File: src/rtl/cts_pkg.sv
package cts_pkg;

  // Clock and time base
  localparam int unsigned CLK_HZ         = 40_000_000; // pclk rate
  localparam int unsigned TICK_SEC       = 1;          // Maintenance pulse period, seconds
  localparam int unsigned TOPOFF_DIV     = 16;         // Top-off pulse is 1/16 of a period (62.5 ms)
  localparam int unsigned MS_PER_SEC     = 1000;       // Trickle width unit conversion
  localparam int unsigned QUIET_CYC_DEF  = 16;         // Quiet cycles before a conversion starts

  // Slope test: decline of supply/161 per minute over two 8 s periods
  localparam int unsigned SAMPLE_SEC     = 8;
  localparam int unsigned SAMPLE_SPAN    = 2;
  localparam int unsigned SEC_PER_MIN    = 60;
  localparam int unsigned SLOPE_DIV      = 161;
  localparam int unsigned HOLDOFF_SHIFT  = 5;          // Hold-off is max charge time / 32

  // Top-off selection from the measured timing parts
  localparam logic [15:0] TOPOFF_CAP_MIN_NF = 16'h0082; // Above 130 nF
  localparam logic [15:0] TOPOFF_RES_MAX_K  = 16'h00fa; // Below 250 kOhm
  localparam logic [15:0] NOTOP_CAP_MAX_NF  = 16'h0046; // Below 70 nF

  // Register byte offsets
  localparam logic [7:0] OFS_CTRL    = 8'h00;
  localparam logic [7:0] OFS_MAXTIME = 8'h04;
  localparam logic [7:0] OFS_TIMING  = 8'h08;
  localparam logic [7:0] OFS_TRICKLE = 8'h0c;
  localparam logic [7:0] OFS_STATUS  = 8'h10;
  localparam logic [7:0] OFS_TIMER   = 8'h14;
  localparam logic [7:0] OFS_SAMPLE  = 8'h18;

  // Control fields
  localparam int unsigned CTRL_START_BIT = 0;
  localparam int unsigned CTRL_SLEEP_BIT = 1;
  // Timing register fields: capacitance nF low half, resistance kOhm high half
  localparam int unsigned TIMING_RES_LSB = 16;
  // Status fields
  localparam int unsigned STAT_LI_BIT    = 4;
  localparam int unsigned STAT_TOP_BIT   = 5;
  localparam int unsigned STAT_RUN_BIT   = 6;
  localparam int unsigned STAT_FLAG_LSB  = 7;

  // Reset values
  localparam logic [15:0] MAXTIME_RST  = 16'h0e10; // 3600 s
  localparam logic [15:0] CAP_RST      = 16'h0000;
  localparam logic [15:0] RES_RST      = 16'h0000;
  localparam logic [15:0] TRICKLE_RST  = 16'h003e; // 62 ms

  // Synchronised comparator flags
  typedef struct packed {
    logic cold;    // Below low-temperature fault level
    logic hot;     // Past high-temperature fault level
    logic cutoff;  // Past temperature cutoff level
    logic vlimit;  // Cell voltage at its limit
    logic taper;   // Current fallen to 7% of maximum
  } cts_flags_t;

  // Sequencer states
  typedef enum logic [3:0] {
    ST_IDLE, ST_FAST_CC, ST_FAST_CV, ST_COLD_PAUSE, ST_CAP_MEAS, ST_TOPOFF, ST_TOP_COLD,
    ST_TOP_HOT, ST_CUTOFF, ST_TRICKLE, ST_TRICKLE_HOT, ST_DONE, ST_HALT
  } cts_state_t;

endpackage

File: src/rtl/cts_sequencer.sv
// Decided for this implementation: the APB slave port and the register offsets.
`timescale 1ns/1ps
// Function
// Sample every 8 s, end on slope
// Quiet charge and timing pins before sampling
// Sample only in constant-current fast charge
// Voltage limit marks lithium, stops sampling
// Lithium ends at 7% current taper
// Nickel measures capacitor; lithium continues voltage stage
// Top-off chosen from capacitor and resistor
// Top-off reloads timer, ends on events
// Top-off one pulse per second
// Lamp off in top-off and trickle
// Cold pauses top-off, trickles, resumes
// Hot stops top-off, timer keeps running
// Cutoff stops charge, later trickle only
// Trickle pulse each second, programmed width
// Top-off pulse width is 62.5 ms
// Sleep grounds timing pin; sample dips
// Timer idle states hold steady pin
// Timer running states oscillate pin
// Voltage limit ends maintenance for good; ST_TOP_HOT and ST_CUTOFF do not check it
// Hot suspends trickle until clear
// Otherwise trickle continues indefinitely
// Slope test held off for time/32
// Comparator flags synchronised before use
module cts_sequencer
  import cts_pkg::*;
#(
  parameter int unsigned CYC_PER_SEC = CLK_HZ * TICK_SEC, // Cycles per one-second period
  parameter int unsigned QUIET_CYC   = QUIET_CYC_DEF,     // Quiet time ahead of a conversion
  parameter int unsigned ADC_W       = 10                 // Temperature sample width
) (
  // Clock and reset
  input  wire logic              pclk,
  input  wire logic              presetn,
  // APB slave
  input  wire logic              psel,
  input  wire logic              penable,
  input  wire logic              pwrite,
  input  wire logic [7:0]        paddr,
  input  wire logic [31:0]       pwdata,
  output logic [31:0]            prdata,
  output logic                   pready,
  output logic                   pslverr,
  // Comparator flags from the analog front end
  input  wire cts_pkg::cts_flags_t cmp_flags_raw,
  // Temperature ADC
  output logic                   adc_start,
  input  wire logic              adc_valid,
  input  wire logic [ADC_W-1:0]  adc_data,
  // Pins
  output logic                   charge_pulse_output,
  output logic                   timing_pin,
  output logic                   status_lamp_output,
  output logic                   timer_running
);
  import cts_pkg::*;

  localparam logic [31:0] TICK_LAST   = 32'(CYC_PER_SEC - 1);
  localparam logic [31:0] HALF_CYC    = 32'(CYC_PER_SEC / 2);
  localparam logic [31:0] TOPOFF_CYC  = 32'(CYC_PER_SEC / TOPOFF_DIV);
  localparam logic [31:0] CYC_PER_MS  = 32'(CYC_PER_SEC / MS_PER_SEC);
  localparam logic [31:0] SLOPE_MUL   = 32'(SEC_PER_MIN * SLOPE_DIV);
  localparam logic [31:0] SLOPE_LIM   = 32'((SAMPLE_SEC * SAMPLE_SPAN) << ADC_W);
  localparam logic [2:0]  SAMPLE_LAST = 3'(SAMPLE_SEC - 1);
  localparam logic [15:0] QUIET_LAST  = 16'(QUIET_CYC - 1);

  // Flag synchroniser
  cts_flags_t        sync1_ff;      // First stage, read only by the second
  cts_flags_t        flags_ff;      // Stable flags
  // Registers
  logic              start_ff;      // One-cycle start pulse
  logic              sleep_ff;      // Sleep mode
  logic [15:0]       maxtime_ff;    // Max charge time, seconds
  logic [15:0]       cap_ff;        // Measured timing capacitor, nF
  logic [15:0]       res_ff;        // Measured timing resistor, kOhm
  logic [15:0]       trickle_ff;    // Trickle pulse width, ms
  logic [31:0]       rdata_ff;
  logic              slverr_ff;
  // Sequencer
  cts_state_t        state_ff, nxt_state;
  logic              li_ff;         // Pack classified lithium
  logic              topen_ff;      // Top-off selected
  logic [31:0]       cyc_ff;        // Position in the one-second period
  logic              tick;
  logic [16:0]       remain_ff;     // Timer seconds left
  logic [16:0]       fast_sec_ff;   // Seconds spent in constant-current charge
  logic [2:0]        sec8_ff;       // Seconds within the sample period
  // Sampling
  logic              quiet_ff;      // Charge and timing pins held low for a conversion
  logic              conv_ff;       // Conversion outstanding
  logic [15:0]       quiet_cnt_ff;
  logic              adc_start_ff;
  logic [ADC_W-1:0]  hist1_ff;      // Previous sample
  logic [ADC_W-1:0]  hist2_ff;      // Sample two periods back
  logic [1:0]        nsamp_ff;      // Samples held, saturating at two
  logic              slope_hit_ff;  // Slope reached, one cycle
  logic [ADC_W-1:0]  decline;
  logic              slope_ok;
  logic              capture;
  // Output stage
  logic              charge_ff, nxt_charge;
  logic              pin_ff, nxt_pin;
  logic              lamp_ff, nxt_lamp;
  logic              run;
  logic              expired;
  logic              ld_full, ld_add;
  logic [31:0]       trickle_cyc;

  // Two flops ahead of every state decision
  always_ff @(posedge pclk or negedge presetn) begin
    if (!presetn) begin
      sync1_ff <= '0;
      flags_ff <= '0;
    end else begin
      sync1_ff <= cmp_flags_raw;
      flags_ff <= sync1_ff;
    end
  end

  // APB: zero wait states, read data captured in the setup cycle
  assign pready  = 1'b1;
  assign prdata  = rdata_ff;
  assign pslverr = slverr_ff;

  // Register writes at the access edge
  always_ff @(posedge pclk or negedge presetn) begin
    if (!presetn) begin
      start_ff   <= 1'b0;
      sleep_ff   <= 1'b0;
      maxtime_ff <= MAXTIME_RST;
      cap_ff     <= CAP_RST;
      res_ff     <= RES_RST;
      trickle_ff <= TRICKLE_RST;
    end else begin
      start_ff <= 1'b0;
      if (psel && penable && pwrite) begin
        case (paddr)
          OFS_CTRL: begin
            start_ff <= pwdata[CTRL_START_BIT];
            sleep_ff <= pwdata[CTRL_SLEEP_BIT];
          end
          OFS_MAXTIME: maxtime_ff <= pwdata[15:0];
          OFS_TIMING: begin
            cap_ff <= pwdata[15:0];
            res_ff <= pwdata[TIMING_RES_LSB +: 16];
          end
          OFS_TRICKLE: trickle_ff <= pwdata[15:0];
          default: ; // Read-only or unmapped: no effect
        endcase
      end
    end
  end

  // Read mux and error flag, loaded in setup so they stand through access
  always_ff @(posedge pclk or negedge presetn) begin
    if (!presetn) begin
      rdata_ff  <= 32'h0000_0000;
      slverr_ff <= 1'b0;
    end else if (psel && !penable) begin
      rdata_ff  <= 32'h0000_0000;
      slverr_ff <= 1'b0;
      case (paddr)
        OFS_CTRL:    rdata_ff[CTRL_SLEEP_BIT] <= sleep_ff;
        OFS_MAXTIME: rdata_ff[15:0] <= maxtime_ff;
        OFS_TIMING:  rdata_ff <= {res_ff, cap_ff};
        OFS_TRICKLE: rdata_ff[15:0] <= trickle_ff;
        OFS_STATUS: begin
          rdata_ff[3:0]          <= state_ff;
          rdata_ff[STAT_LI_BIT]  <= li_ff;
          rdata_ff[STAT_TOP_BIT] <= topen_ff;
          rdata_ff[STAT_RUN_BIT] <= run;
          rdata_ff[STAT_FLAG_LSB +: 5] <= flags_ff;
        end
        OFS_TIMER:   rdata_ff[16:0] <= remain_ff;
        OFS_SAMPLE:  rdata_ff[ADC_W-1:0] <= hist1_ff;
        default:     slverr_ff <= 1'b1; // Unmapped address
      endcase
    end
  end

  // One-second divider; every slower rate is the tick
  assign tick = (cyc_ff == TICK_LAST);
  always_ff @(posedge pclk or negedge presetn) begin
    if (!presetn) begin
      cyc_ff <= 32'h0000_0000;
    end else if (tick) begin
      cyc_ff <= 32'h0000_0000;
    end else begin
      cyc_ff <= cyc_ff + 32'h0000_0001;
    end
  end

  // Timer runs only in these states; all others hold it
  always_comb begin
    case (state_ff)
      ST_FAST_CC, ST_FAST_CV, ST_TOPOFF, ST_TOP_HOT, ST_DONE: run = !sleep_ff;
      default: run = 1'b0;
    endcase
  end
  assign expired = (remain_ff == 17'h0_0000);

  // Charge timer in seconds left
  always_ff @(posedge pclk or negedge presetn) begin
    if (!presetn) begin
      remain_ff <= 17'h0_0000;
    end else if (ld_full) begin
      remain_ff <= {1'b0, maxtime_ff};
    end else if (ld_add) begin
      // Lithium gets a further full period on top of what is left
      remain_ff <= remain_ff + {1'b0, maxtime_ff};
    end else if (tick && run && !expired) begin
      remain_ff <= remain_ff - 17'h0_0001;
    end
  end

  // Hold-off clock and sample period position
  always_ff @(posedge pclk or negedge presetn) begin
    if (!presetn) begin
      fast_sec_ff <= 17'h0_0000;
      sec8_ff     <= 3'h0;
    end else if (start_ff) begin
      fast_sec_ff <= 17'h0_0000;
      sec8_ff     <= 3'h0;
    end else if (tick && state_ff == ST_FAST_CC) begin
      if (fast_sec_ff != 17'h1_ffff) begin
        fast_sec_ff <= fast_sec_ff + 17'h0_0001;
      end
      sec8_ff <= sec8_ff + 3'h1;
    end
  end

  // Slope test allowed only for nickel in constant current, after hold-off
  assign slope_ok = (state_ff == ST_FAST_CC) && !li_ff
                    && (fast_sec_ff >= {6'h00, maxtime_ff[15:HOLDOFF_SHIFT]});
  assign capture  = conv_ff && adc_valid;
  assign decline  = (hist2_ff > adc_data) ? (hist2_ff - adc_data) : '0;

  // Sample sequencer: quiet, convert, compare
  always_ff @(posedge pclk or negedge presetn) begin
    if (!presetn) begin
      quiet_ff     <= 1'b0;
      conv_ff      <= 1'b0;
      quiet_cnt_ff <= 16'h0000;
      adc_start_ff <= 1'b0;
    end else begin
      adc_start_ff <= 1'b0;
      if (state_ff != ST_FAST_CC || sleep_ff) begin
        // Leaving constant current drops any conversion in flight
        quiet_ff <= 1'b0;
        conv_ff  <= 1'b0;
      end else if (!quiet_ff) begin
        if (tick && sec8_ff == SAMPLE_LAST) begin
          quiet_ff     <= 1'b1;
          quiet_cnt_ff <= 16'h0000;
        end
      end else if (!conv_ff) begin
        if (quiet_cnt_ff == QUIET_LAST) begin
          conv_ff      <= 1'b1;
          adc_start_ff <= 1'b1;
        end else begin
          quiet_cnt_ff <= quiet_cnt_ff + 16'h0001;
        end
      end else if (adc_valid) begin
        quiet_ff <= 1'b0;
        conv_ff  <= 1'b0;
      end
    end
  end
  assign adc_start = adc_start_ff;

  // Sample history and decline check against two periods back
  always_ff @(posedge pclk or negedge presetn) begin
    if (!presetn) begin
      hist1_ff     <= '0;
      hist2_ff     <= '0;
      nsamp_ff     <= 2'h0;
      slope_hit_ff <= 1'b0;
    end else if (start_ff) begin
      nsamp_ff     <= 2'h0;
      slope_hit_ff <= 1'b0;
    end else begin
      slope_hit_ff <= 1'b0;
      if (capture) begin
        hist1_ff <= adc_data;
        hist2_ff <= hist1_ff;
        if (nsamp_ff != 2'h2) begin
          nsamp_ff <= nsamp_ff + 2'h1;
        end
        // Voltage falls as the pack warms; decline x 60 x 161 against span x full scale
        if (nsamp_ff == 2'h2 && slope_ok && (32'(decline) * SLOPE_MUL >= SLOPE_LIM)) begin
          slope_hit_ff <= 1'b1;
        end
      end
    end
  end

  // Chemistry and top-off choice
  always_ff @(posedge pclk or negedge presetn) begin
    if (!presetn) begin
      li_ff    <= 1'b0;
      topen_ff <= 1'b0;
    end else if (start_ff) begin
      li_ff    <= 1'b0;
      topen_ff <= 1'b0;
    end else begin
      if (state_ff == ST_FAST_CC && flags_ff.vlimit) begin
        li_ff <= 1'b1;
      end
      if (state_ff == ST_CAP_MEAS) begin
        // Between 70 and 130 nF is left unselected
        topen_ff <= (cap_ff > TOPOFF_CAP_MIN_NF) && (res_ff < TOPOFF_RES_MAX_K)
                    && !(cap_ff < NOTOP_CAP_MAX_NF);
      end
    end
  end

  // Next state; top-off takes voltage limit, cutoff, hot, cold, time; fast charge takes cutoff, cold, voltage limit, time
  always_comb begin
    nxt_state = state_ff;
    ld_full   = 1'b0;
    ld_add    = 1'b0;
    if (start_ff) begin
      nxt_state = ST_FAST_CC;
      ld_full   = 1'b1;
    end else if (sleep_ff) begin
      nxt_state = ST_IDLE;
    end else begin
      case (state_ff)
        ST_FAST_CC: begin
          if (flags_ff.cutoff) nxt_state = ST_CUTOFF;
          else if (flags_ff.cold) nxt_state = ST_COLD_PAUSE;
          else if (flags_ff.vlimit) begin
            nxt_state = ST_FAST_CV;
            ld_add    = 1'b1;
          end else if (expired || slope_hit_ff) nxt_state = ST_CAP_MEAS;
        end
        ST_FAST_CV: begin
          if (flags_ff.cutoff) nxt_state = ST_CUTOFF;
          else if (flags_ff.cold) nxt_state = ST_COLD_PAUSE;
          else if (flags_ff.taper || expired) nxt_state = ST_DONE;
        end
        ST_COLD_PAUSE: begin
          if (flags_ff.cutoff) nxt_state = ST_CUTOFF;
          else if (!flags_ff.cold) nxt_state = li_ff ? ST_FAST_CV : ST_FAST_CC;
        end
        ST_CAP_MEAS: begin
          // Until the next tick, just under one period, to settle the capacitor reading
          if (tick) begin
            if ((cap_ff > TOPOFF_CAP_MIN_NF) && (res_ff < TOPOFF_RES_MAX_K)) begin
              nxt_state = ST_TOPOFF;
              ld_full   = 1'b1;
            end else begin
              nxt_state = ST_TRICKLE;
            end
          end
        end
        ST_TOPOFF: begin
          if (flags_ff.vlimit) nxt_state = ST_HALT;
          else if (flags_ff.cutoff) nxt_state = ST_CUTOFF;
          else if (flags_ff.hot) nxt_state = ST_TOP_HOT;
          else if (flags_ff.cold) nxt_state = ST_TOP_COLD;
          else if (expired) nxt_state = ST_TRICKLE;
        end
        ST_TOP_COLD: begin
          if (flags_ff.vlimit) nxt_state = ST_HALT;
          else if (flags_ff.cutoff) nxt_state = ST_CUTOFF;
          else if (flags_ff.hot) nxt_state = ST_TOP_HOT;
          else if (!flags_ff.cold) nxt_state = ST_TOPOFF;
        end
        ST_TOP_HOT: begin
          if (flags_ff.cutoff) nxt_state = ST_CUTOFF;
          else if (!flags_ff.hot) nxt_state = expired ? ST_TRICKLE : ST_TOPOFF;
        end
        ST_CUTOFF: begin
          if (!flags_ff.cutoff && !flags_ff.hot) nxt_state = ST_TRICKLE;
        end
        ST_TRICKLE: begin
          if (flags_ff.vlimit) nxt_state = ST_HALT;
          else if (flags_ff.hot) nxt_state = ST_TRICKLE_HOT;
        end
        ST_TRICKLE_HOT: begin
          if (flags_ff.vlimit) nxt_state = ST_HALT;
          else if (!flags_ff.hot) nxt_state = ST_TRICKLE;
        end
        ST_IDLE, ST_DONE, ST_HALT: nxt_state = state_ff;
        default: nxt_state = ST_IDLE;
      endcase
    end
  end

  // State register
  always_ff @(posedge pclk or negedge presetn) begin
    if (!presetn) begin
      state_ff <= ST_IDLE;
    end else begin
      state_ff <= nxt_state;
    end
  end

  // Output decode
  assign trickle_cyc = 32'(trickle_ff) * CYC_PER_MS;
  always_comb begin
    nxt_charge = 1'b0;
    nxt_lamp   = 1'b0;
    nxt_pin    = 1'b1;
    case (state_ff)
      ST_FAST_CC, ST_FAST_CV: begin
        // Current loop outside does the modulation; this only enables it
        nxt_charge = 1'b1;
        nxt_lamp   = 1'b1;
      end
      ST_COLD_PAUSE: nxt_lamp = (cyc_ff < HALF_CYC);
      ST_TOPOFF: nxt_charge = (cyc_ff < TOPOFF_CYC);
      ST_TOP_COLD, ST_TRICKLE: nxt_charge = (cyc_ff < trickle_cyc);
      default: nxt_charge = 1'b0;
    endcase
    if (run) begin
      nxt_pin = (cyc_ff < HALF_CYC);
    end
    if (quiet_ff) begin
      nxt_charge = 1'b0;
      nxt_pin    = 1'b0;
    end
    if (sleep_ff) begin
      nxt_charge = 1'b0;
      nxt_lamp   = 1'b0;
      nxt_pin    = 1'b0;
    end
  end

  // Registered pins
  always_ff @(posedge pclk or negedge presetn) begin
    if (!presetn) begin
      charge_ff <= 1'b0;
      pin_ff    <= 1'b1;
      lamp_ff   <= 1'b0;
    end else begin
      charge_ff <= nxt_charge;
      pin_ff    <= nxt_pin;
      lamp_ff   <= nxt_lamp;
    end
  end

  assign charge_pulse_output = charge_ff;
  assign timing_pin          = pin_ff;
  assign status_lamp_output  = lamp_ff;
  assign timer_running       = run;

endmodule

File: config.mk
export PLATFORM = sky130hd
export DESIGN_NAME = cts_sequencer
export DESIGN_NICKNAME = d
export VERILOG_FILES = /design/src/rtl/cts_pkg.sv /design/src/rtl/cts_sequencer.sv
export SDC_FILE = /design/constraint.sdc
export NUM_CORES = 1
export LEC_CHECK = 0
export BUFFER_PORTS_ARGS = -buffer_cell sky130_fd_sc_hd__clkbuf_2
export CORE_MARGIN = 4
export CORE_UTILIZATION = 63
export CTS_CLUSTER_DIAMETER = 200
export DETAILED_ROUTE_END_ITERATION = 6
export PLACE_DENSITY = 0.79
export SKIP_CTS_REPAIR_TIMING = 1
export SYNTH_ARGS = -nofsm -noshare
export SYNTH_HDL_FRONTEND = slang
export SYNTH_SLANG_ARGS = --single-unit
File: constraint.sdc
create_clock -name pclk -period 9.8 [get_ports pclk]
set_input_delay 0 -clock pclk [delete_from_list [all_inputs] [get_ports pclk]]
set_output_delay 0 -clock pclk [all_outputs]
set_load 0.02 [all_outputs]
== Yosys cells after proc, flatten, opt, wreduce, memory -nomap -nowiden ==
Index checks and enable logic that the tools add are counted.

* Register bits after elaboration: 229
* Input port bits: 61
* Word-level logic and storage cells: 245
* Output and inout bits: 39

* Reductions and logical operators: 52
* Multipliers: 2
* Add/sub/neg operators: 8
* Eq/ne operators: 38
* Bitwise logic cells: 2
* Mux-type cells: 98
* $lt $le $gt $ge: 9

{| class="wikitable"
|+ Operators by type and width
! cell !! number
|-
| $mux W4 || 30
|-
| $mux W17 || 6
|-
| $mux W16 || 4
|-
| $pmux W8 S6 || 1
|-
| $pmux W4 S11 || 1
|-
| $mux W1 || 40
|-
| $add A32 B1 Y32 const B || 1
|-
| $eq A32 B26 Y1 const B || 1
|-
| $lt A32 B22 Y1 const B || 1
|-
| $lt A32 B25 Y1 const B || 1
|-
| $lt A32 B32 Y1 || 1
|-
| $mux W32 || 1
|-
| $mul A16 B10 Y26 const B || 1
|-
| $eq A8 B5 Y1 const B || 3
|-
| $ge A24 B15 Y1 const B || 1
|-
| $mul A10 B12 Y22 const B || 1
|-
| $eq A4 B4 Y1 const B || 5
|-
| $ne A5 B5 Y1 const B || 4
|-
| $add A17 B1 Y17 const B || 1
|-
| $add A17 B16 Y17 || 1
|-
| $ge A17 B11 Y1 || 1
|-
| $logic_not A17 Y1 || 1
|-
| $ne A17 B17 Y1 const B || 1
|-
| $sub A17 B1 Y17 const B || 1
|-
| 49 further kinds || 100
|}

== Longest topological paths before layout ==
Gate-level depths: netlist (run 1).

* Depth in word-level cells: 9
* Mapped depth: 32
* Depth with buffers taken out: 30

== Worst setup path after synthesis (run 1) ==
Ideal clock, no wire load.

* Kind: register to register
* Start: register hist2_ff[0]
* End: register slope_hit_ff
* Path buffers: 0
* Cell stages (with the launch flop): 31
* Required time: 9,667 ps
* Period minus slack after synthesis: 6,850 ps
* Data arrival time: 6,717 ps
* Path slack: 2,950 ps
* Library setup time: 133 ps
* Cells stage by stage: dfrtp_1 > inv_1 > ha_1 > inv_1 > fa_1 > a21o_1 > a21oi_1 > o21bai_1 > a21oi_1 > o21ai_0 > a211oi_1 > nor3_1 > and2_1 > fa_1 > inv_1 > fa_1 > inv_1 > fa_1 > inv_1 > fa_1 > inv_1 > ha_1 > ha_1 > a211o_1 > a21oi_1 > a21oi_1 > a2111o_1 > a221o_1 > nor4_1 > a41o_1 > a31oi_1

* Cells in the longest elaborated chain, start to end: 8
* Elaborated cells on any way between the ends: 9
* Classes of those cells: add/sub (1); mul (1); order compare (2); mux (4); reduce/logical (1)

{| class="wikitable"
|+ Ends and longest elaborated chain
! item !! line !! RTL
|-
| start, declared || cts_sequencer.sv:96 || <nowiki>logic [ADC_W-1:0] hist2_ff;</nowiki>
|-
| start signal, assigned || cts_sequencer.sv:287 || <nowiki>hist2_ff <= hist1_ff;</nowiki>
|-
| $sub A10 B10 Y10 / $gt A10 B10 Y1 (equally long branches) || cts_sequencer.sv:238 || <nowiki>assign decline = (hist2_ff > adc_data) ? (hist2_ff - adc_data) : '0;</nowiki>
|-
| $mux W10 * || cts_sequencer.sv:238 ||
|-
| $mul A10 B12 Y22 * || cts_sequencer.sv:292 || <nowiki>if (nsamp_ff == 2'h2 && slope_ok && (32'(decline) * SLOPE_MUL >= SLOPE_LIM)) begin</nowiki>
|-
| $ge A24 B15 Y1 * || cts_sequencer.sv:292 ||
|-
| $logic_and A1 B1 Y1 * || cts_sequencer.sv:292 ||
|-
| $mux W1 * || cts_sequencer.sv:292 ||
|-
| $mux W1 * || cts_sequencer.sv:285 || <nowiki>if (capture) begin</nowiki>
|-
| $mux W1 * || cts_sequencer.sv:280 || <nowiki>end else if (start_ff) begin</nowiki>
|-
| end signal, assigned || cts_sequencer.sv:279 || <nowiki>slope_hit_ff <= 1'b0;</nowiki>
|-
| end signal, assigned || cts_sequencer.sv:282 || <nowiki>slope_hit_ff <= 1'b0;</nowiki>
|-
| end signal, assigned || cts_sequencer.sv:293 || <nowiki>slope_hit_ff <= 1'b1;</nowiki>
|-
| end, declared || cts_sequencer.sv:98 || <nowiki>logic slope_hit_ff;</nowiki>
|}

Mark *: on every way between the ends. The rest lies on a longest branch, timed or not.
A chain may end at the register's enable or synchronous reset.

== Final worst setup path (run 1) ==
Same ends and word-level chain as after synthesis.

==> run metrics, run 1 <==
CTS Sinks=229; Layout area overhead=12.68%; CTS clk-pin slew, worst paths=70 ps; Tightest Hold Check Type=in -> reg; simple-gate area share of the yosys netlist=13.95%; Post-Syn Area per Cell=9.417 sq um; static leakage=0.01010 uW; Final Util=72.14%; fin nets=2361; crit-path most repeated cell=inv_1; I/O pins=100; largest cells by area after synthesis=dfrtp_1 (31%), ha_1 (14%), fa_1 (8.6%), inv_1 (4.7%), mux2_2 (4.4%); Final Setup Violations=0; Primary FF master, synth=dfrtp_1; WHS=-14.41 ps; drt wl/cell=18.90 um; final clock skew=16.85 ps; CTS tree=yes; Placeable Area=0.02786 sq mm; post-synthesis mux area share=5.591%; Post-Syn Area=0.01784 sq mm; Worst slew margin=17.71%; die width=176.3 um; number of global-route vias before repair=14.54k; GRT Total Usage=29.07%; most frequent cell after synthesis=inv_1; Post-synth EDFFs=0; Num CTS Buffers=26; Site Rows=61; WS Path Type=reg -> reg; library cells used by synthesis=76; Via Count=14.88k; diodes inserted=0; f_max=0.1269 GHz; crit share post-route=80.39%; reg-to-reg slack, setup=1920 ps; Buf/Inv on CP=6; post-synth net total=2235; largest net degree at the start of global routing=82; slowest stage delay, CP=940 ps; Max clock buf depth=3; PnR worst setup slack=1921 ps; Routed Antenna Nets=0; Synth Area in XOR/XNOR=3.879%; result of the run=finished, violations left; dpl hpwl=33960 um; Post-Place Worst Slack=2039 ps; Max-cap violations=0; Final Hold Violating Endpoints=6; Worst Path Max Fanout=16; Critical Path AT=8270 ps; top-area cell type share of the netlist area=30.73%; post-layout min period=7879 ps; post-route DRC violation count=0; DRT Pass-1 Iters=7; grt ovf=0; Seq/Total Area, Yosys=32.20%; final WL=45690 um; Starting DRT DRC Count=1488; worst slew pin tran=1228 ps; biggest area consumer among synthesized cells=dfrtp_1; yosys warns=0; H-Tree Depth=1; Die Height=176.3 um; vias per cell=6.152; initial antenna violation count=0; sum of negative setup slack=0 ps; Largest delay share family, worst path=adder cells; fill count=2025; layout cells sized above 1=12.89%; die area=0.03107 sq mm; initial cell density of the core=64.02%; Root Buffer=clkbuf_16; post-synthesis cell count=1894; failing checks=negative hold slack; startpoint types=flip-flop; FF+latch count, synth=229; Critical Path RT=10190 ps; IO Port Bufs=98; Clock Latency Late Sink=550 ps; critical path's slowest cell=nor3_1; Max Slew Vio Count=0; first-pass GRT wire length=74040 um; Synth async-reset ratio=100.0%; Synth Area in Compound Gates=15.22%; largest family of logic cells by synthesized area=adder cells; global placement routability congestion=0.9815; Post-synth top cells=inv_1 (221), dfrtp_1 (219), ha_1 (203); Post-Synth Adder-Cell Area=22.88%; Power Dens Cells=123.2 mW/mm^2; unrepaired setup endpoints after global routing=no; crit path capture type=flip-flop; Peak VDD IR=0.0001324 V
final timing paths:
check,from,endpoint,cells after the start
max,hist2_ff[0]$_DFFE_PN0P_,slope_hit_ff$_DFF_PN0_,30
min,penable,prdata[11]$_DFFE_PN0P_,3
max reg2reg,hist2_ff[0]$_DFFE_PN0P_,slope_hit_ff$_DFF_PN0_,30
min reg2reg,sync1_ff[4]$_DFF_PN0_,flags_ff[4]$_DFF_PN0_,0
max in group asynchronous,presetn,cyc_ff[26]$_DFF_PN0_,4
min in group asynchronous,presetn,quiet_cnt_ff[8]$_DFFE_PN0P_,2
worst register-to-register path, delay by kind of cell, from the launching register on:
| kind | cells | cell delay, ps |
|---|---|---|
| fa+ha+maj | 8 | 3100 |
| compound gates | 14 | 2800 |
| simple gates | 2 | 1160 |
| flops | 1 | 350 |
| buf+inv | 6 | 340 |
layout by cell type (no fill, tap or decap), drive strengths merged, types with 55 or more instances in the layout:
cell type,n
inv,222
dfrtp,219
fa,77
ha,203
mux2,69
a21oi,99
o21ai,103
nand2,149
clkbuf,130
nand3,55
nor2,125
sequential cells by signal, indices dropped and copies added (netlist names), 10 cells and up:
signal and cells:
res_ff 16, prdata 32, trickle_ff 16, fast_sec_ff 17, cap_ff 16, hist1_ff 10, maxtime_ff 16, quiet_cnt_ff 16
hist2_ff 10, remain_ff 17, cyc_ff 32
where the power goes:
group          total (uW)  internal (uW)  leakage [uW]  switching [uW]
Clock                1000            588      0.000430             414
Sequential            978            959       0.00305            18.5
Combinational         497            212       0.00661             286
through the flow:
step	cell area, sq um	std cells	total power, uW
3_5_place_dp	18680	2317	1470
3_3_place_gp	18680	2317	1454
6_report	20100	2418	2477
2_1_floorplan	17840	1894	1337
4_1_cts	19570	2365	2471
5_1_grt	20100	2418	2597
cell type report:
| cell class | instances | area, sq um | area share, % |
|---|---|---|---|
| Clock inverter | 15 | 186.4 | 0.9276 |
| Clock buffer | 33 | 696.9 | 3.468 |
| Inverter | 222 | 833.3 | 4.146 |
| Multi-Input combinational cell | 1375 | 11020 | 54.84 |
| Sequential cell | 229 | 5743 | 28.58 |
| Timing Repair Buffer | 166 | 1144 | 5.690 |
| Tap cell | 378 | 473.0 | 2.353 |
logic make-up after synthesis:
kind of cell,count (synthesis)
AND/OR/NAND/NOR,509
AO/OA/AOI/OAI,415
other,1
XOR/XNOR,79
flip-flops,229
adder cells (fa/ha/maj),280
buffers and inverters,290
multiplexers,91
routing by layer:
layer,up-vias,global-route usage [%],wire length [um]
met5,-,0,0
met4,0,9.974,1747
met3,131,3.640,3214
met2,595,47.72,21530
met1,7237,40.31,19190
li1,6913,-,-
Note: power is estimated with default switching activity, not from simulation.
==> run 2: changes to the inputs <==
CORE_UTILIZATION = 57   (was 63)
PLACE_DENSITY = 0.75   (was 0.79)
clock period = 6.85 ns   (was 9.8 ns; I/O delays follow)
==> run 2 against run 1 <==
Maximum frequency increased by 15%. The run ends with negative setup slack left. Global-route usage decreased by 2.3 points. Routed wire length increased by 2.7%. Hold slack improved by 40 ps. First-iteration DRC count decreased by 16%.
==> run metrics, run 2 (synthesis gave the netlist of run 1 again) <==
result of the run=finished, violations left (unchanged); failing checks=negative setup slack (was negative hold slack); Clock Latency Late Sink=530 ps (was 550 ps); first-pass GRT wire length=73850 um (was 74040 um); Worst Hold Depth=4 (was 3); commonest non-fill, non-tap cell in the layout=dfrtp_1 (was inv_1); dpl hpwl=35640 um (was 33960 um); Tightest Hold Check Type=in -> reg (unchanged); wire length on met2=22270 um (was 21530 um); Site Rows=64 (was 61); DRT Pass-1 Iters=7 (unchanged); Final Setup Violations=1 (was 0); Final Hold Violating Endpoints=0 (was 6); Critical Path RT=7210 ps (was 10190 ps); slowest stage delay, CP=510 ps (was 940 ps); final WL=46910 um (was 45690 um); largest net degree at the start of global routing=114 (was 82); unrepaired setup endpoints after global routing=yes (was no); Critical R2R Capture=slope_hit_ff$_DFF_PN0_ (unchanged); sum of negative setup slack=-27.72 ps (was 0 ps); f_max=0.1454 GHz (was 0.1269 GHz); Post-Place Worst Slack=-379.5 ps (was 2039 ps); grt ovf=0 (unchanged); Power Dens Cells=173.3 mW/mm^2 (was 123.2 mW/mm^2); reg2reg start=hist2_ff[0]$_DFFE_PN0P_ (unchanged); crit path capture type=flip-flop (unchanged); Peak VDD IR=0.0001846 V (was 0.0001324 V); H-Tree Depth=1 (unchanged); Die Height=184.9 um (was 176.3 um); fin cells=2486 (was 2418); Worst Hold Launch=pwrite (was penable); Via Count=14.87k (was 14.88k); static leakage=0.01034 uW (was 0.01010 uW); CTS clk-pin slew, worst paths=60 ps (was 70 ps); initial antenna violation count=1 (was 0); CTS tree=yes (unchanged); fin nets=2411 (was 2361); initial cell density of the core=58.00% (was 64.02%); Starting DRT DRC Count=1252 (was 1488); Root Buffer=clkbuf_16 (unchanged); global placement routability congestion=0.9422 (was 0.9815); worst slew pin tran=1294 ps (was 1228 ps); highest-count cells in the layout ignoring fill and taps=dfrtp_1 (219), inv_1 (216), ha_1 (197) (was inv_1 (221), dfrtp_1 (219), ha_1 (203)); metal3 WL=3085 um (was 3214 um); Max-cap violations=0 (unchanged); Final Util=67.18% (was 72.14%); post-layout min period=6878 ps (was 7879 ps); Placeable Area=0.03075 sq mm (was 0.02786 sq mm); IO Port Bufs=98 (unchanged); Routed Antenna Nets=0 (unchanged); Critical Path AT=7240 ps (was 8270 ps); R2R cell count=30 (unchanged); Worst slew margin=13.01% (was 17.71%); number of global-route vias before repair=14.31k (was 14.54k); GRT Total Usage=26.73% (was 29.07%); reg-to-reg slack, setup=-30 ps (was 1920 ps); I/O pins=100 (unchanged); post-route DRC violation count=0 (unchanged); vias per cell=5.982 (was 6.152); placed insts=2381 (was 2317); critical path's slowest cell=fa_1 (was nor3_1); PnR worst setup slack=-27.72 ps (was 1921 ps); Max clock buf depth=3 (unchanged); die area=0.03418 sq mm (was 0.03107 sq mm); Layout area overhead=15.83% (was 12.68%); CTS Sinks=229 (unchanged); wl on met1=20130 um (was 19190 um); drt wl/cell=18.87 um (was 18.90 um); DR top layer=met5 (was met4); final clock skew=14.27 ps (was 16.85 ps); Num CTS Buffers=26 (unchanged); Worst Path Max Fanout=7 (was 16); startpoint types=flip-flop (unchanged); die width=184.9 um (was 176.3 um); diodes inserted=0 (unchanged); Max Slew Vio Count=0 (unchanged); crit share post-route=100.4% (was 80.39%); layout cells sized above 1=16.41% (was 12.89%); hold path endpoint=sleep_ff$_DFFE_PN0P_ (was prdata[11]$_DFFE_PN0P_); WHS=25.22 ps (was -14.41 ps); WS Path Type=reg -> reg (unchanged)
[run 2: area by class of cell]
class	instances	area (sq um)
fillers	2496	10090
clock inverters	13	175.2
flip-flops and latches	229	5743
multi-input cells	1375	11170
inverters	222	833.3
well taps	396	495.5
repair buffers	216	1524
clock buffers	35	715.7
[run 2: worst max path at each step]
stage	slack, ps	start	to	cells past startpoint
2_1_floorplan	40	hist2_ff[0]$_DFFE_PN0P_	slope_hit_ff$_DFF_PN0_	31
3_3_place_gp	-190	hist2_ff[0]$_DFFE_PN0P_	slope_hit_ff$_DFF_PN0_	31
3_5_place_dp	-380	hist2_ff[0]$_DFFE_PN0P_	slope_hit_ff$_DFF_PN0_	31
4_1_cts	-420	hist2_ff[0]$_DFFE_PN0P_	slope_hit_ff$_DFF_PN0_	31
5_1_grt	-280	hist2_ff[0]$_DFFE_PN0P_	slope_hit_ff$_DFF_PN0_	30
6_report	-30	hist2_ff[0]$_DFFE_PN0P_	slope_hit_ff$_DFF_PN0_	30
[run 2: per-stage QoR]
step / total power (uW) / area (sq um)
final: 3581 / 20660
after global routing: 3771 / 20660
after CTS: 3570 / 19940
after detailed placement: 2122 / 19050
after global placement: 2098 / 19050
after floorplan: 1914 / 17840
[run 2: metal layers]
metal / vias up / track usage (%)
met5: - / 0
met4: 2 / 7.957
met3: 95 / 4.694
met2: 493 / 43.35
met1: 7273 / 37.08
li1: 7008 / -
[run 2: worst max-delay path, delay by kind of cell (launching register included)]
family	cells	cell delay, ps
flops	1	370
fa+ha+maj	8	2980
buf+inv	6	310
compound gates	13	2490
simple gates	3	570
[run 2: where the power goes]
group / switching [uW] / internal, uW
combinational: 423 / 309
clock: 567 / 885
sequential: 25.2 / 1370
==> run 3: changes to the inputs <==
PLACE_DENSITY = not set   (was 0.75)
PLACE_DENSITY_LB_ADDON = 0.12   (was not set)
==> run 3 against run 2 <==
Hold slack lost 26 ps. Setup slack gained 140 ps. The flow finishes with violations (negative hold slack). Total power shrank 1.6%. Highest routed layer is now met4. Combinational power is essentially flat. Utilization grew 0.49 points. Sequential power is essentially flat. Clock power shrank 4%. Largest power group is now sequential cells. Final area grew 0.73%. Clock skew grew 16 ps. Global-route usage grew 1.0 points. Sequential cell count is the same. Die area is the same.
==> run metrics, run 3 (synthesis gave the netlist of run 1 again) <==
CTS tree=yes (unchanged); stages on the worst setup path=29 (was 30); Starting DRT DRC Count=1057 (was 1252); drt wl/cell=19.21 um (was 18.87 um); CTS clk-pin slew, worst paths=60 ps (about the same); H-Tree Depth=1 (unchanged); Num CTS Buffers=25 (was 26); Clock Latency Late Sink=570 ps (was 530 ps); I/O pins=100 (unchanged); initial cell density of the core=58.00% (unchanged); worst slew pin tran=1283 ps (was 1294 ps); initial antenna violation count=1 (unchanged); Worst Path Max Fanout=7 (unchanged); Placeable Area=0.03075 sq mm (unchanged); highest-count cells in the layout ignoring fill and taps=inv_1 (221), dfrtp_1 (219), ha_1 (198) (was dfrtp_1 (219), inv_1 (216), ha_1 (197)); Worst slew margin=14.18% (was 13.01%); WS Path Type=reg -> reg (unchanged); commonest non-fill, non-tap cell in the layout=inv_1 (was dfrtp_1); Routed Antenna Nets=0 (unchanged); static leakage=0.01042 uW (was 0.01034 uW); placed insts=2399 (was 2381); fin cells=2502 (was 2486); fill count=2464 (was 2496); Final Util=67.67% (was 67.18%); Power Dens Cells=169.3 mW/mm^2 (was 173.3 mW/mm^2); die area=0.03418 sq mm (unchanged); Via Count=14.88k (was 14.87k); vias per cell=5.948 (was 5.982); dpl hpwl=36370 um (was 35640 um); Final Setup Violations=0 (was 1); post-route DRC violation count=0 (unchanged); multi-input combinational cell area=0.01120 sq mm (was 0.01117 sq mm); crit-path most repeated cell=fa_1; Worst Hold Depth=4 (unchanged); startpoint types=flip-flop (unchanged); Max clock buf depth=3 (unchanged); Die Height=184.9 um (unchanged); Max-cap violations=0 (unchanged); Register Area=0.005743 sq mm (unchanged); first-pass GRT wire length=76420 um (was 73850 um); Root Buffer=clkbuf_16 (unchanged); die width=184.9 um (unchanged); Final Hold Violating Endpoints=1 (was 0); Critical Path AT=7110 ps (was 7240 ps); crit path capture type=flip-flop (unchanged); Largest delay share family, worst path=adder cells (unchanged); unrepaired setup endpoints after global routing=yes (unchanged); CTS Sinks=229 (unchanged); GRT Total Usage=27.75% (was 26.73%); DRT Pass-1 Iters=5 (was 7); f_max=0.1483 GHz (was 0.1454 GHz); largest net degree at the start of global routing=174 (was 114); crit share post-route=98.41% (was 100.4%); grt ovf=0 (unchanged); IO Port Bufs=98 (unchanged); post-layout min period=6741 ps (was 6878 ps); Site Rows=64 (unchanged); Critical Path RT=7220 ps (was 7210 ps); critical path's slowest cell=fa_1 (unchanged); Layout area overhead=16.67% (was 15.83%); Peak VDD IR=0.0002002 V (was 0.0001846 V); Max Slew Vio Count=0 (unchanged); diodes inserted=0 (unchanged); fin nets=2428 (was 2411); final WL=48060 um (was 46910 um); reg-to-reg slack, setup=110 ps (was -30 ps); layout cells sized above 1=17.14% (was 16.41%); Buf/Inv on CP=5 (was 6); Tightest Hold Check Type=in -> reg (unchanged); failing checks=negative hold slack (was negative setup slack); slowest stage delay, CP=550 ps (was 510 ps); number of global-route vias before repair=14.52k (was 14.31k); overall power=3522 uW (was 3581 uW); final clock skew=30.53 ps (was 14.27 ps); WHS=-0.4366 ps (was 25.22 ps); result of the run=finished, violations left (unchanged); R2R cell count=29 (was 30); global placement routability congestion=0.9375 (was 0.9422)
## run 3: worst min-delay path, cell delays in order
cell      delay [ps]
clkbuf_2          80
nand3_1          190
nor4_1           110
o21ai_0          140
## run 3: power breakdown
group	total (uW)	switching, uW	internal (uW)	leakage [uW]
registers	1400	25.2	1370	0.00305
clock network	1390	603	789	0.000415
logic	732	420	312	0.00696
total	3520	1050	2470	0.0104
## run 3: path summary, 6_finish.rpt
kind                                         start                     end
max reg2reg                hist2_ff[0]$_DFFE_PN0P_  slope_hit_ff$_DFF_PN0_
min in group asynchronous                  presetn  res_ff[11]$_DFFE_PN0P_
min reg2reg                  sync1_ff[3]$_DFF_PN0_   flags_ff[3]$_DFF_PN0_
max                        hist2_ff[0]$_DFFE_PN0P_  slope_hit_ff$_DFF_PN0_
min                                         pwrite    sleep_ff$_DFFE_PN0P_
max in group asynchronous                  presetn     cyc_ff[8]$_DFF_PN0_
## run 3: layout make-up
cell class	count	share of cell area, %
Sequential cell	229	27.60
Multi-Input combinational cell	1375	53.84
Clock inverter	14	0.6133
Tap cell	396	2.381
Inverter	222	4.005
Clock buffer	32	3.469
Timing Repair Buffer	234	8.093
## run 3: stage by stage
step	TNS, ps	area, sq um	setup slack, ps
5_1_grt	-220.1	20810	-220.1
2_1_floorplan	0	17840	43.39
3_3_place_gp	-247.8	19200	-247.8
4_1_cts	-441.5	20050	-441.5
6_report	0	20810	108.6
3_5_place_dp	-364.0	19200	-364.0
## run 3: routing by layer
layer / global-route usage (%) / share of wire (%)
met1: 39.31 / 43
met2: 44.37 / 47
met3: 5.322 / 6.9
met4: 6.988 / 2.8
met5: 0 / 0
